===== src/cfs_params.svh =====
// Constants for the core architectural state block
`ifndef CFS_PARAMS_SVH
`define CFS_PARAMS_SVH

// Vectors: high byte at the even address, low byte at the odd one
`define CFS_VEC_RESET    16'hfffe
`define CFS_VEC_TRAP     16'hfffc
`define CFS_VEC_IRQ0     16'hfffa

// Push-pop pointer: upper nine bits fixed, low seven bits float
`define CFS_SP_RESET     16'h017f
`define CFS_SP_FIXED     9'h002
`define CFS_SPL_TOP      7'h7f

// Flag word reset value and bit positions
`define CFS_CC_RESET     8'he8
`define CFS_CC_ONES      8'he0
`define CFS_CC_H         4
`define CFS_CC_I         3
`define CFS_CC_N         2
`define CFS_CC_Z         1
`define CFS_CC_C         0

// Option byte bit that disables the undervoltage reset
`define CFS_OPT_UV_OFF   3

// Start-up hold in CPU clock cycles
`define CFS_HOLD_CYCLES  13'd4096

// Context sizes in stack bytes, minus one
`define CFS_CALL_LAST    3'd1
`define CFS_CTX_LAST     3'd4

`endif


===== src/cfs_pkg.sv =====
// Types for the core architectural state block
package cfs_pkg;

	// Micro-operations from the execution unit
	typedef enum logic [4:0] {
		CFS_OP_NOP     = 5'h00,
		CFS_OP_WR_A    = 5'h01,
		CFS_OP_WR_X    = 5'h02,
		CFS_OP_WR_Y    = 5'h03,
		CFS_OP_WR_PC   = 5'h04,
		CFS_OP_INC_PC  = 5'h05,
		CFS_OP_ADD     = 5'h06,
		CFS_OP_ADC     = 5'h07,
		CFS_OP_RESULT  = 5'h08,
		CFS_OP_SHIFT   = 5'h09,
		CFS_OP_BIT_BR  = 5'h0a,
		CFS_OP_CARRY_S = 5'h0b,
		CFS_OP_CARRY_C = 5'h0c,
		CFS_OP_MASK_S  = 5'h0d,
		CFS_OP_MASK_C  = 5'h0e,
		CFS_OP_SP_RST  = 5'h0f,
		CFS_OP_WR_SPL  = 5'h10,
		CFS_OP_WR_CC   = 5'h11,
		CFS_OP_CALL    = 5'h12,
		CFS_OP_RET     = 5'h13,
		CFS_OP_HANDLER_RETURN_OP    = 5'h14,
		CFS_OP_TRAP    = 5'h15
	} cfs_op_t;

	// Sequencer states, one-hot
	typedef enum logic [7:0] {
		CFS_HOLD    = 8'h01,
		CFS_VEC_HI  = 8'h02,
		CFS_VEC_LO  = 8'h04,
		CFS_VEC_END = 8'h08,
		CFS_RUN     = 8'h10,
		CFS_PUSH    = 8'h20,
		CFS_POP_RD  = 8'h40,
		CFS_POP_CAP = 8'h80
	} cfs_state_t;

	// Complete state of the core block
	typedef struct packed {
		cfs_state_t  st;
		logic [7:0]  a;
		logic [7:0]  x;
		logic [7:0]  y;
		logic [15:0] pc;
		logic [7:0]  cc;
		logic [6:0]  spl;
		logic [7:0]  pend;
		logic [12:0] hold;
		logic [15:0] vec;
		logic [2:0]  idx;
		logic [2:0]  last;
		logic        irq;
		logic        handler_return_op;
		logic [15:0] paddr;
		logic        prd;
		logic        rst_drv;
	} cfs_core_t;

	// State of the stack memory
	typedef struct packed {
		logic [127:0][7:0] mem;
		logic [7:0]        rdata;
	} cfs_mem_t;

endpackage


===== src/cfs_stack_mem.sv =====
// Stack memory, 128 bytes, registered read data
`timescale 1ns/10ps
module cfs_stack_mem
	import cfs_pkg::*;
(
	// Clock, reset, enable
	input  wire logic       clock_i,
	input  wire logic       rst_i,
	input  wire logic       ce_i,
	// Access port
	input  wire logic       wr_i,
	input  wire logic       rd_i,
	input  wire logic [6:0] addr_i,
	input  wire logic [7:0] wdata_i,
	output logic      [7:0] rdata_o
);

	cfs_mem_t r;       // Registered state
	cfs_mem_t next_r;  // Next state

	// ************************************************
	// Write and read decode
	// ************************************************
	always_comb begin
		next_r = r;
		if (wr_i) begin
			next_r.mem[addr_i] = wdata_i;
		end
		if (rd_i) begin
			next_r.rdata = r.mem[addr_i];
		end
	end

	// ************************************************
	// State register; contents survive reset
	// ************************************************
	always_ff @(posedge clock_i) begin
		if (rst_i) begin
			r <= '{mem: r.mem, rdata: 8'h00};
		end else if (ce_i) begin
			r <= next_r;
		end
	end

	assign rdata_o = r.rdata;

endmodule


===== src/cfs_core_state.sv =====
// Core architectural state: registers, flags, stack, reset sequencing
`timescale 1ns/10ps
`include "cfs_params.svh"
// Behaviour
// - Result store plus two 8-bit index registers
// - Second index register never saved or restored
// - Sixteen-bit fetch pointer from two byte halves
// - Add sets nibble carry from bit three
// - Mask flag set on entry, cleared by handler return
// - Masked requests stay pending until unmasked
// - Clearing mask in handler takes pending at the next instruction end
// - Sign flag copies result bit seven
// - Zero flag set on zero result
// - Carry flag from arithmetic, set/clear, shifts
// - Pointer post-decrement push, pre-increment pop
// - Upper nine pointer bits forced, restore sets low
// - Pointer wraps silently at both limits
// - Pointer low byte loadable and readable
// - Fetch pointer low byte pushed first
// - Reset loads vector from top two addresses
// - Hold core 4096 cycles after start
// - Three reset sources; undervoltage drives pin low
// - Option bit three disables undervoltage reset
module cfs_core_state
	import cfs_pkg::*;
(
	// Clock, reset, enable
	input  wire logic        clock_i,
	input  wire logic        rst_i,
	input  wire logic        ce_i,
	// Reset sources and option byte
	input  wire logic        reset_pin_i,
	input  wire logic        wdg_reset_i,
	input  wire logic        uv_detect_i,
	input  wire logic [7:0]  option_byte_i,
	output logic             reset_pin_o,
	output logic             reset_pin_oe_o,
	// Micro-operation port
	input  wire logic        op_valid_i,
	input  wire cfs_op_t     op_code_i,
	input  wire logic [7:0]  op_data_i,
	input  wire logic [15:0] op_addr_i,
	input  wire logic        op_carry_i,
	input  wire logic        instr_end_i,
	output logic             busy_o,
	// Interrupt requests, bit 0 highest priority
	input  wire logic [7:0]  irq_req_i,
	output logic [7:0]       irq_pend_o,
	// Program memory read port for vectors
	output logic             prog_rd_o,
	output logic [15:0]      prog_addr_o,
	input  wire logic [7:0]  prog_data_i,
	// Architectural state
	output logic [7:0]       acc_o,
	output logic [7:0]       idx_x_o,
	output logic [7:0]       idx_y_o,
	output logic [15:0]      next_fetch_pointer_o,
	output logic [7:0]       flag_word_o,
	output logic [15:0]      push_pop_pointer_o
);

	cfs_core_t r;        // Registered state
	cfs_core_t next_r;   // Next state
	logic      src_rst;  // Any reset source active
	logic      uv_rst;   // Undervoltage reset active
	logic      mem_wr;   // Stack write strobe
	logic      mem_rd;   // Stack read strobe
	logic [6:0] mem_addr; // Stack byte address
	logic [7:0] mem_wdata; // Stack write byte
	logic [7:0] mem_rdata; // Stack read byte

	// ************************************************
	// Helper functions
	// ************************************************

	// Sign and zero flags from a result
	function automatic logic [7:0] set_nz(input logic [7:0] cc, input logic [7:0] res);
		logic [7:0] f;
		f = cc;
		f[`CFS_CC_N] = res[7];
		f[`CFS_CC_Z] = (res == 8'h00);
		return f;
	endfunction

	// Context byte by push index
	function automatic logic [7:0] ctx_byte(input cfs_core_t s, input logic [2:0] i);
		logic [7:0] b;
		b = 8'h00;
		case (i)
			3'd0: b = s.pc[7:0];
			3'd1: b = s.pc[15:8];
			3'd2: b = s.x;
			3'd3: b = s.a;
			3'd4: b = s.cc;
			default: b = 8'h00;
		endcase
		return b;
	endfunction

	// ************************************************
	// Reset sources
	// ************************************************
	always_comb begin
		// Undervoltage source gated by option bit
		uv_rst = uv_detect_i & ~option_byte_i[`CFS_OPT_UV_OFF];
		// Pin, watchdog and undervoltage
		src_rst = ~reset_pin_i | wdg_reset_i | uv_rst;
	end

	// ************************************************
	// Stack memory
	// ************************************************
	cfs_stack_mem u_stack (
		.clock_i (clock_i),
		.rst_i   (rst_i),
		.ce_i    (ce_i),
		.wr_i    (mem_wr),
		.rd_i    (mem_rd),
		.addr_i  (mem_addr),
		.wdata_i (mem_wdata),
		.rdata_o (mem_rdata)
	);

	// ************************************************
	// Next-state logic
	// ************************************************
	always_comb begin
		logic [8:0] sum;
		logic [4:0] nib;
		logic       cin;
		logic [2:0] win;
		logic       take;
		sum = 9'h000;
		nib = 5'h00;
		cin = 1'b0;
		win = 3'd0;
		take = 1'b0;
		next_r = r;
		mem_wr = 1'b0;
		mem_rd = 1'b0;
		mem_addr = r.spl;
		mem_wdata = 8'h00;
		next_r.prd = 1'b0;
		// Latch every request, set wins over clear
		next_r.pend = r.pend | irq_req_i;
		// Pin driven low during undervoltage or watchdog reset
		next_r.rst_drv = uv_rst | wdg_reset_i;
		// Highest priority pending request
		for (int i = 7; i >= 0; i--) begin
			if (r.pend[i]) begin
				win = 3'(i);
			end
		end
		case (r.st)
			// Start-up delay
			CFS_HOLD: begin
				if (r.hold == `CFS_HOLD_CYCLES - 13'd1) begin
					next_r.st = CFS_VEC_HI;
					next_r.vec = `CFS_VEC_RESET;
				end else begin
					next_r.hold = r.hold + 13'd1;
				end
			end
			// Read vector high byte
			CFS_VEC_HI: begin
				next_r.prd = 1'b1;
				next_r.paddr = r.vec;
				next_r.st = CFS_VEC_LO;
			end
			// Capture high byte, read low byte
			CFS_VEC_LO: begin
				next_r.pc[15:8] = prog_data_i;
				next_r.prd = 1'b1;
				next_r.paddr = r.vec + 16'h0001;
				next_r.st = CFS_VEC_END;
			end
			// Capture low byte and start execution
			CFS_VEC_END: begin
				next_r.pc[7:0] = prog_data_i;
				next_r.st = CFS_RUN;
			end
			// Push one context byte per cycle
			CFS_PUSH: begin
				mem_wr = 1'b1;
				mem_wdata = ctx_byte(r, r.idx);
				// Post-decrement, wraps silently
				next_r.spl = r.spl - 7'd1;
				next_r.idx = r.idx + 3'd1;
				if (r.idx == r.last) begin
					if (r.irq) begin
						// Mask on interrupt entry
						next_r.cc[`CFS_CC_I] = 1'b1;
						next_r.st = CFS_VEC_HI;
					end else begin
						next_r.pc = r.vec;
						next_r.st = CFS_RUN;
					end
				end
			end
			// Pre-increment and read
			CFS_POP_RD: begin
				next_r.spl = r.spl + 7'd1;
				mem_rd = 1'b1;
				mem_addr = r.spl + 7'd1;
				next_r.st = CFS_POP_CAP;
			end
			// Place popped byte, reverse order
			CFS_POP_CAP: begin
				case (r.idx)
					3'd0: next_r.pc[7:0] = mem_rdata;
					3'd1: next_r.pc[15:8] = mem_rdata;
					3'd2: next_r.x = mem_rdata;
					3'd3: next_r.a = mem_rdata;
					3'd4: next_r.cc = mem_rdata | `CFS_CC_ONES;
					default: next_r.a = r.a;
				endcase
				if (r.idx == 3'd0) begin
					// Handler return clears mask
					if (r.handler_return_op) begin
						next_r.cc[`CFS_CC_I] = 1'b0;
					end
					next_r.st = CFS_RUN;
				end else begin
					next_r.idx = r.idx - 3'd1;
					next_r.st = CFS_POP_RD;
				end
			end
			// Execute micro-operations
			CFS_RUN: begin
				if (op_valid_i) begin
					case (op_code_i)
						CFS_OP_WR_A: next_r.a = op_data_i;
						CFS_OP_WR_X: next_r.x = op_data_i;
						CFS_OP_WR_Y: next_r.y = op_data_i;
						CFS_OP_WR_PC: next_r.pc = op_addr_i;
						CFS_OP_INC_PC: next_r.pc = r.pc + 16'h0001;
						// Add and add with carry
						CFS_OP_ADD, CFS_OP_ADC: begin
							cin = (op_code_i == CFS_OP_ADC) & r.cc[`CFS_CC_C];
							sum = {1'b0, r.a} + {1'b0, op_data_i} + {8'h00, cin};
							nib = {1'b0, r.a[3:0]} + {1'b0, op_data_i[3:0]} + {4'h0, cin};
							next_r.a = sum[7:0];
							next_r.cc = set_nz(r.cc, sum[7:0]);
							next_r.cc[`CFS_CC_H] = nib[4];
							next_r.cc[`CFS_CC_C] = sum[8];
						end
						// Logic or data manipulation result
						CFS_OP_RESULT: begin
							next_r.a = op_data_i;
							next_r.cc = set_nz(r.cc, op_data_i);
						end
						// Shift or rotate result with carry out
						CFS_OP_SHIFT: begin
							next_r.a = op_data_i;
							next_r.cc = set_nz(r.cc, op_data_i);
							next_r.cc[`CFS_CC_C] = op_carry_i;
						end
						CFS_OP_BIT_BR: next_r.cc[`CFS_CC_C] = op_carry_i;
						CFS_OP_CARRY_S: next_r.cc[`CFS_CC_C] = 1'b1;
						CFS_OP_CARRY_C: next_r.cc[`CFS_CC_C] = 1'b0;
						CFS_OP_MASK_S: next_r.cc[`CFS_CC_I] = 1'b1;
						CFS_OP_MASK_C: next_r.cc[`CFS_CC_I] = 1'b0;
						CFS_OP_SP_RST: next_r.spl = `CFS_SPL_TOP;
						CFS_OP_WR_SPL: next_r.spl = op_data_i[6:0];
						CFS_OP_WR_CC: next_r.cc = op_data_i | `CFS_CC_ONES;
						// Subroutine call: two bytes, then target
						CFS_OP_CALL: begin
							next_r.vec = op_addr_i;
							next_r.idx = 3'd0;
							next_r.last = `CFS_CALL_LAST;
							next_r.irq = 1'b0;
							next_r.st = CFS_PUSH;
						end
						// Subroutine return
						CFS_OP_RET: begin
							next_r.idx = `CFS_CALL_LAST;
							next_r.handler_return_op = 1'b0;
							next_r.st = CFS_POP_RD;
						end
						// Handler return, index Y untouched
						CFS_OP_HANDLER_RETURN_OP: begin
							next_r.idx = `CFS_CTX_LAST;
							next_r.handler_return_op = 1'b1;
							next_r.st = CFS_POP_RD;
						end
						// Software break ignores the mask
						CFS_OP_TRAP: begin
							next_r.vec = `CFS_VEC_TRAP;
							next_r.idx = 3'd0;
							next_r.last = `CFS_CTX_LAST;
							next_r.irq = 1'b1;
							next_r.st = CFS_PUSH;
						end
						default: next_r.a = r.a;
					endcase
				end else if (instr_end_i & ~r.cc[`CFS_CC_I] & (|r.pend)) begin
					// Take pending request once unmasked
					take = 1'b1;
					next_r.vec = `CFS_VEC_IRQ0 - {12'h000, win, 1'b0};
					next_r.idx = 3'd0;
					next_r.last = `CFS_CTX_LAST;
					next_r.irq = 1'b1;
					next_r.st = CFS_PUSH;
				end
			end
			default: next_r.st = CFS_HOLD;
		endcase
		// Acknowledge the taken request; a new one wins
		if (take) begin
			next_r.pend = (r.pend & ~(8'h01 << win)) | irq_req_i;
		end
	end

	// ************************************************
	// State register
	// ************************************************
	always_ff @(posedge clock_i) begin
		if (rst_i | (ce_i & src_rst)) begin
			// Any reset source restarts the hold
			r <= '0;
			r.st <= CFS_HOLD;
			r.cc <= `CFS_CC_RESET;
			r.spl <= `CFS_SPL_TOP;
			r.vec <= `CFS_VEC_RESET;
			r.rst_drv <= ~rst_i & (uv_rst | wdg_reset_i);
		end else if (ce_i) begin
			r <= next_r;
		end
	end

	// ************************************************
	// Outputs
	// ************************************************
	assign reset_pin_o          = 1'b0;
	assign reset_pin_oe_o       = r.rst_drv;
	assign busy_o               = (r.st != CFS_RUN);
	assign irq_pend_o           = r.pend;
	assign prog_rd_o            = r.prd;
	assign prog_addr_o          = r.paddr;
	assign acc_o                = r.a;
	assign idx_x_o              = r.x;
	assign idx_y_o              = r.y;
	assign next_fetch_pointer_o = r.pc;
	assign flag_word_o          = r.cc;
	// Upper bits forced
	assign push_pop_pointer_o   = {`CFS_SP_FIXED, r.spl};

endmodule


===== config.mk =====
export PLATFORM = sky130hd
export DESIGN_NAME = cfs_core_state
export DESIGN_NICKNAME = d
export VERILOG_FILES = /design/src/cfs_pkg.sv /design/src/cfs_stack_mem.sv /design/src/cfs_core_state.sv
export VERILOG_INCLUDE_DIRS = /design/src
export SDC_FILE = /design/constraint.sdc
export NUM_CORES = 1
export LEC_CHECK = 0
export ABC_CLOCK_PERIOD_IN_PS = 14280
export BUFFER_PORTS_ARGS = -buffer_cell sky130_fd_sc_hd__buf_4
export CAP_MARGIN = 40
export CORE_UTILIZATION = 45
export CTS_CLUSTER_SIZE = 10
export DETAILED_ROUTE_END_ITERATION = 6
export SLEW_MARGIN = 10
export SYNTH_ARGS = -nofsm -noshare
export SYNTH_HDL_FRONTEND = slang
export SYNTH_SLANG_ARGS = --single-unit

===== constraint.sdc =====
create_clock -name clock_i -period 14.28 [get_ports clock_i]
set_input_delay 0.714 -clock clock_i [delete_from_list [all_inputs] [get_ports clock_i]]
set_output_delay 0.714 -clock clock_i [all_outputs]
set_load 0.05 [all_outputs]

==> results.md <==
- Total power: 6.819 mW
- CTS clk-pin slew, worst paths: 0.05 ns
- Post-synthesis sequential area ratio: 67.27%
- Final #Nets: 3781
- GPL Wtd Cong: 0.9118
- Required time worst endpoint: 14.86 ns
- Synth unique cells: 88
- Clk root buf: clkbuf_16
- Routed length per instance: 26.52 um
- Final hold viol count: 0
- Hold_sp: irq_req_i[3]
- Pre-antenna DRT Iters: 6
- Power Density: 122.2 nW/um^2
- Antenna violations before repair: 0
- Slew headroom: 34.30%
- Netlist Area Pre-Place: 49590 sq um
- Min cycle time layout: 7.121 ns
- Internal power: 5.460 mW
- Sum Neg Setup Slack: 0 ns
- Worst vdd ir: 122.0 uV
- Worst-Margin Slew: 0.9819 ns
- Fillers: 9163
- EDFF count, synth: 1025
- RSZ-0062 raised after global routing: false
- IO Pins: 154
- Final Non-Filler Cells: 5167
- Leak: 17.23 nW
- Via count: 31190
- Switch Pwr: 1.359 mW
- Largest net degree at the start of global routing: 113
- Global-route wire length before repair: 199.8 mm
- Avg Vias per Cell: 6.036
- Hold Path Sink: irq_pend_o[3]
- Commonest cells after routing, fill and taps aside: edfxtp_1 (1025), mux2i_1 (472), nor2_1 (381), buf_4 (221), o22ai_1 (178)
- Synth-to-layout area growth: 12.51%
- Depth of the worst register-to-register path: 13
- Post-Syn Instances: 3631
- Hold Crit Class: primary input to flop
- Predominant post-synthesis flop cell: edfxtp_1
- Reg-to-Reg Start: r[118]
- Final period util: 49.86%
- F_max: 140.4 MHz
- FF-to-FF setup slack: 7.16 ns
- Initial core utilization: 45.50%
- Flop pwr share: 53.2%
- Cell row count: 121
- DP Cell Count: 4969
- Startpoint types: flop
- Hold-critical path depth: 3
- Multi-input logic area: 14680 sq um
- Clock latency on the worst-skew pair: 0.75 ns
- CTS Hold Bufs: 0
- Die Span X: 334.0 um
- DR iter-0 viols: 3184
- Reg-to-Reg End: u_stack.rdata_o[7]
- WS Path Type: flop to flop
- CTS max path bufs: 3
- H-Tree Depth: 4
- Final ANT Viol Nets: 0
- Gr usage total: 24.30%
- Antenna cells: 0
- Final Setup Violations: 0
- Share of layout cells above drive strength 1: 13.35%
- CTS Buf Count: 136
- Reg area: 33360 sq um
- DRT Wirelength: 137.0 mm
- Grt ovf: 0
- Type of destination of the critical path: flop
- Arr. time, crit path: 7.70 ns
- Core area: 109000 sq um
- DRC: 0
- Post-Syn Area per Cell: 13.66 sq um
- CP Max Fanout: 112
- Gates resized, CTS repair: 0
- Gate power share: 1.1%
- Slew Viols, Final: 0
- CTS tree: yes
- Die area: 111500 sq um
- Clock power frac: 45.8%
- Vias in the first global route: 29690
- Sw Ratio: 19.93%
- Final setup skew: 0.02189 ns
- Clk sinks: 1154
- Setup Fix Bufs, Post-CTS: 0
- Most common cell after layout, fill and taps aside: edfxtp_1
- Slack of the critical path: 7.159 ns
- Outcome: completed
- Chip Height: 334.0 um
- Place WS: 7.408 ns
- Ys async rst share: 0%
- MaxCap Viol Count: 0
- Yosys Warn Count: 0
- IO buf count: 136
- Post-DP HPWL: 85.14 mm
- Synth Register Bits: 1154
state kept, by name, summed over array words and instances (netlist names):
signal                cells
r                        43
idx_y_o                   8
idx_x_o                   8
prog_rd_o                 1
flag_word_o               6
irq_pend_o                8
reset_pin_oe_o            1
u_stack.r              1024
acc_o                     8
u_stack.rdata_o           8
next_fetch_pointer_o     16
prog_addr_o              16
push_pop_pointer_o        7
routing by layer:
layer  global-route usage (%)  up-vias  wire length, um
met1                    33.45    15580            57850
met4                    8.764        0             4461
met2                    38.36     1372            63670
met5                        0        -                0
li1                         -    13990                -
met3                    4.685      247            11050
layout make-up:
| type | count | share of cell area (%) |
|---|---|---|
| clock buffer | 179 | 6.519 |
| multi-input combinational | 2138 | 26.31 |
| clock inverter | 15 | 0.4866 |
| timing repair buffer | 235 | 3.501 |
| sequential | 1154 | 59.80 |
| inverter | 32 | 0.2153 |
| tap | 1414 | 3.171 |
worst max path at each step:
stage / start / endpoint / slack [ns]
floorplan: r[118] / u_stack.r[1000] / 7.62
CTS: r[118] / u_stack.rdata_o[7] / 7.39
detailed placement: r[118] / u_stack.rdata_o[7] / 7.41
global route: r[118] / u_stack.rdata_o[7] / 6.96
global placement: r[118] / u_stack.rdata_o[7] / 7.50
finish: r[118] / u_stack.rdata_o[7] / 7.16
cells in the mapped netlist, types with 14 or more instances:
library cell	n	area (sq um)
a21oi_1	119	595.6
o21ai_0	153	765.7
mux2_2	53	596.8
xor2_1	15	131.4
clkbuf_1	110	412.9
buf_1	30	112.6
nor2b_1	16	100.1
and3_1	14	87.58
a211oi_1	40	300.3
o22ai_1	179	1120
dfxtp_1	129	2582
nand4_1	25	156.4
nand3_1	37	185.2
o221ai_1	21	183.9
a22o_1	16	140.1
xnor2_1	27	236.5
buf_4	98	735.7
nand2_1	180	675.7
nor3_1	62	310.3
nor2_1	381	1430
inv_1	30	112.6
a22oi_1	40	300.3
mux2i_1	472	4725
buf_2	71	355.3
a31oi_1	28	175.2
edfxtp_1	1025	30780
a221oi_1	15	131.4
ha_1	20	250.2
o31ai_1	26	195.2
power by group through the flow:
stage	Combinational [mW]	Clock [mW]	Sequential, mW
floorplan	0.0428	0	3.69
global placement	0.0708	0	3.69
detailed placement	0.0723	0	3.69
CTS	0.0725	3.17	3.62
global route	0.0777	3.30	3.62
finish	0.0732	3.12	3.62
per-stage QoR:
stage / instance area [sq um] / util [%] / hold slack (ns)
after floorplan: 49620 / - / 0.4322
final: 55790 / 51.19 / 0.2295
after global placement: 51410 / 47.16 / 0.4421
after detailed placement: 51840 / 47.55 / 0.4454
after CTS: 55740 / 51.14 / 0.1896
after global routing: 55790 / 51.19 / 0.2075
worst max-delay path, stage by stage (launching register included):
cell and delay [ns]:
dfxtp_1 0.37, nor4_4 0.62, nand3_1 0.43, inv_1 0.33
ha_4 0.60, buf_12 0.65, buf_4 0.81, buf_4 0.77
mux2i_1 0.27, o22ai_1 0.10, o21ai_0 0.50, a31oi_1 0.33
nor4b_1 0.84, a211oi_1 0.10
cells by family after synthesis:
logic type | share of synthesized area [%]
flip-flops | 67.27
AND/OR/NAND/NOR | 7.226
AO/OA/AOI/OAI | 9.726
multiplexers | 10.82
buffers and inverters | 3.613
XOR/XNOR | 0.7418
adder cells (fa/ha/maj) | 0.5853
other | 0.01514
Power figures use the tool's default switching activity.
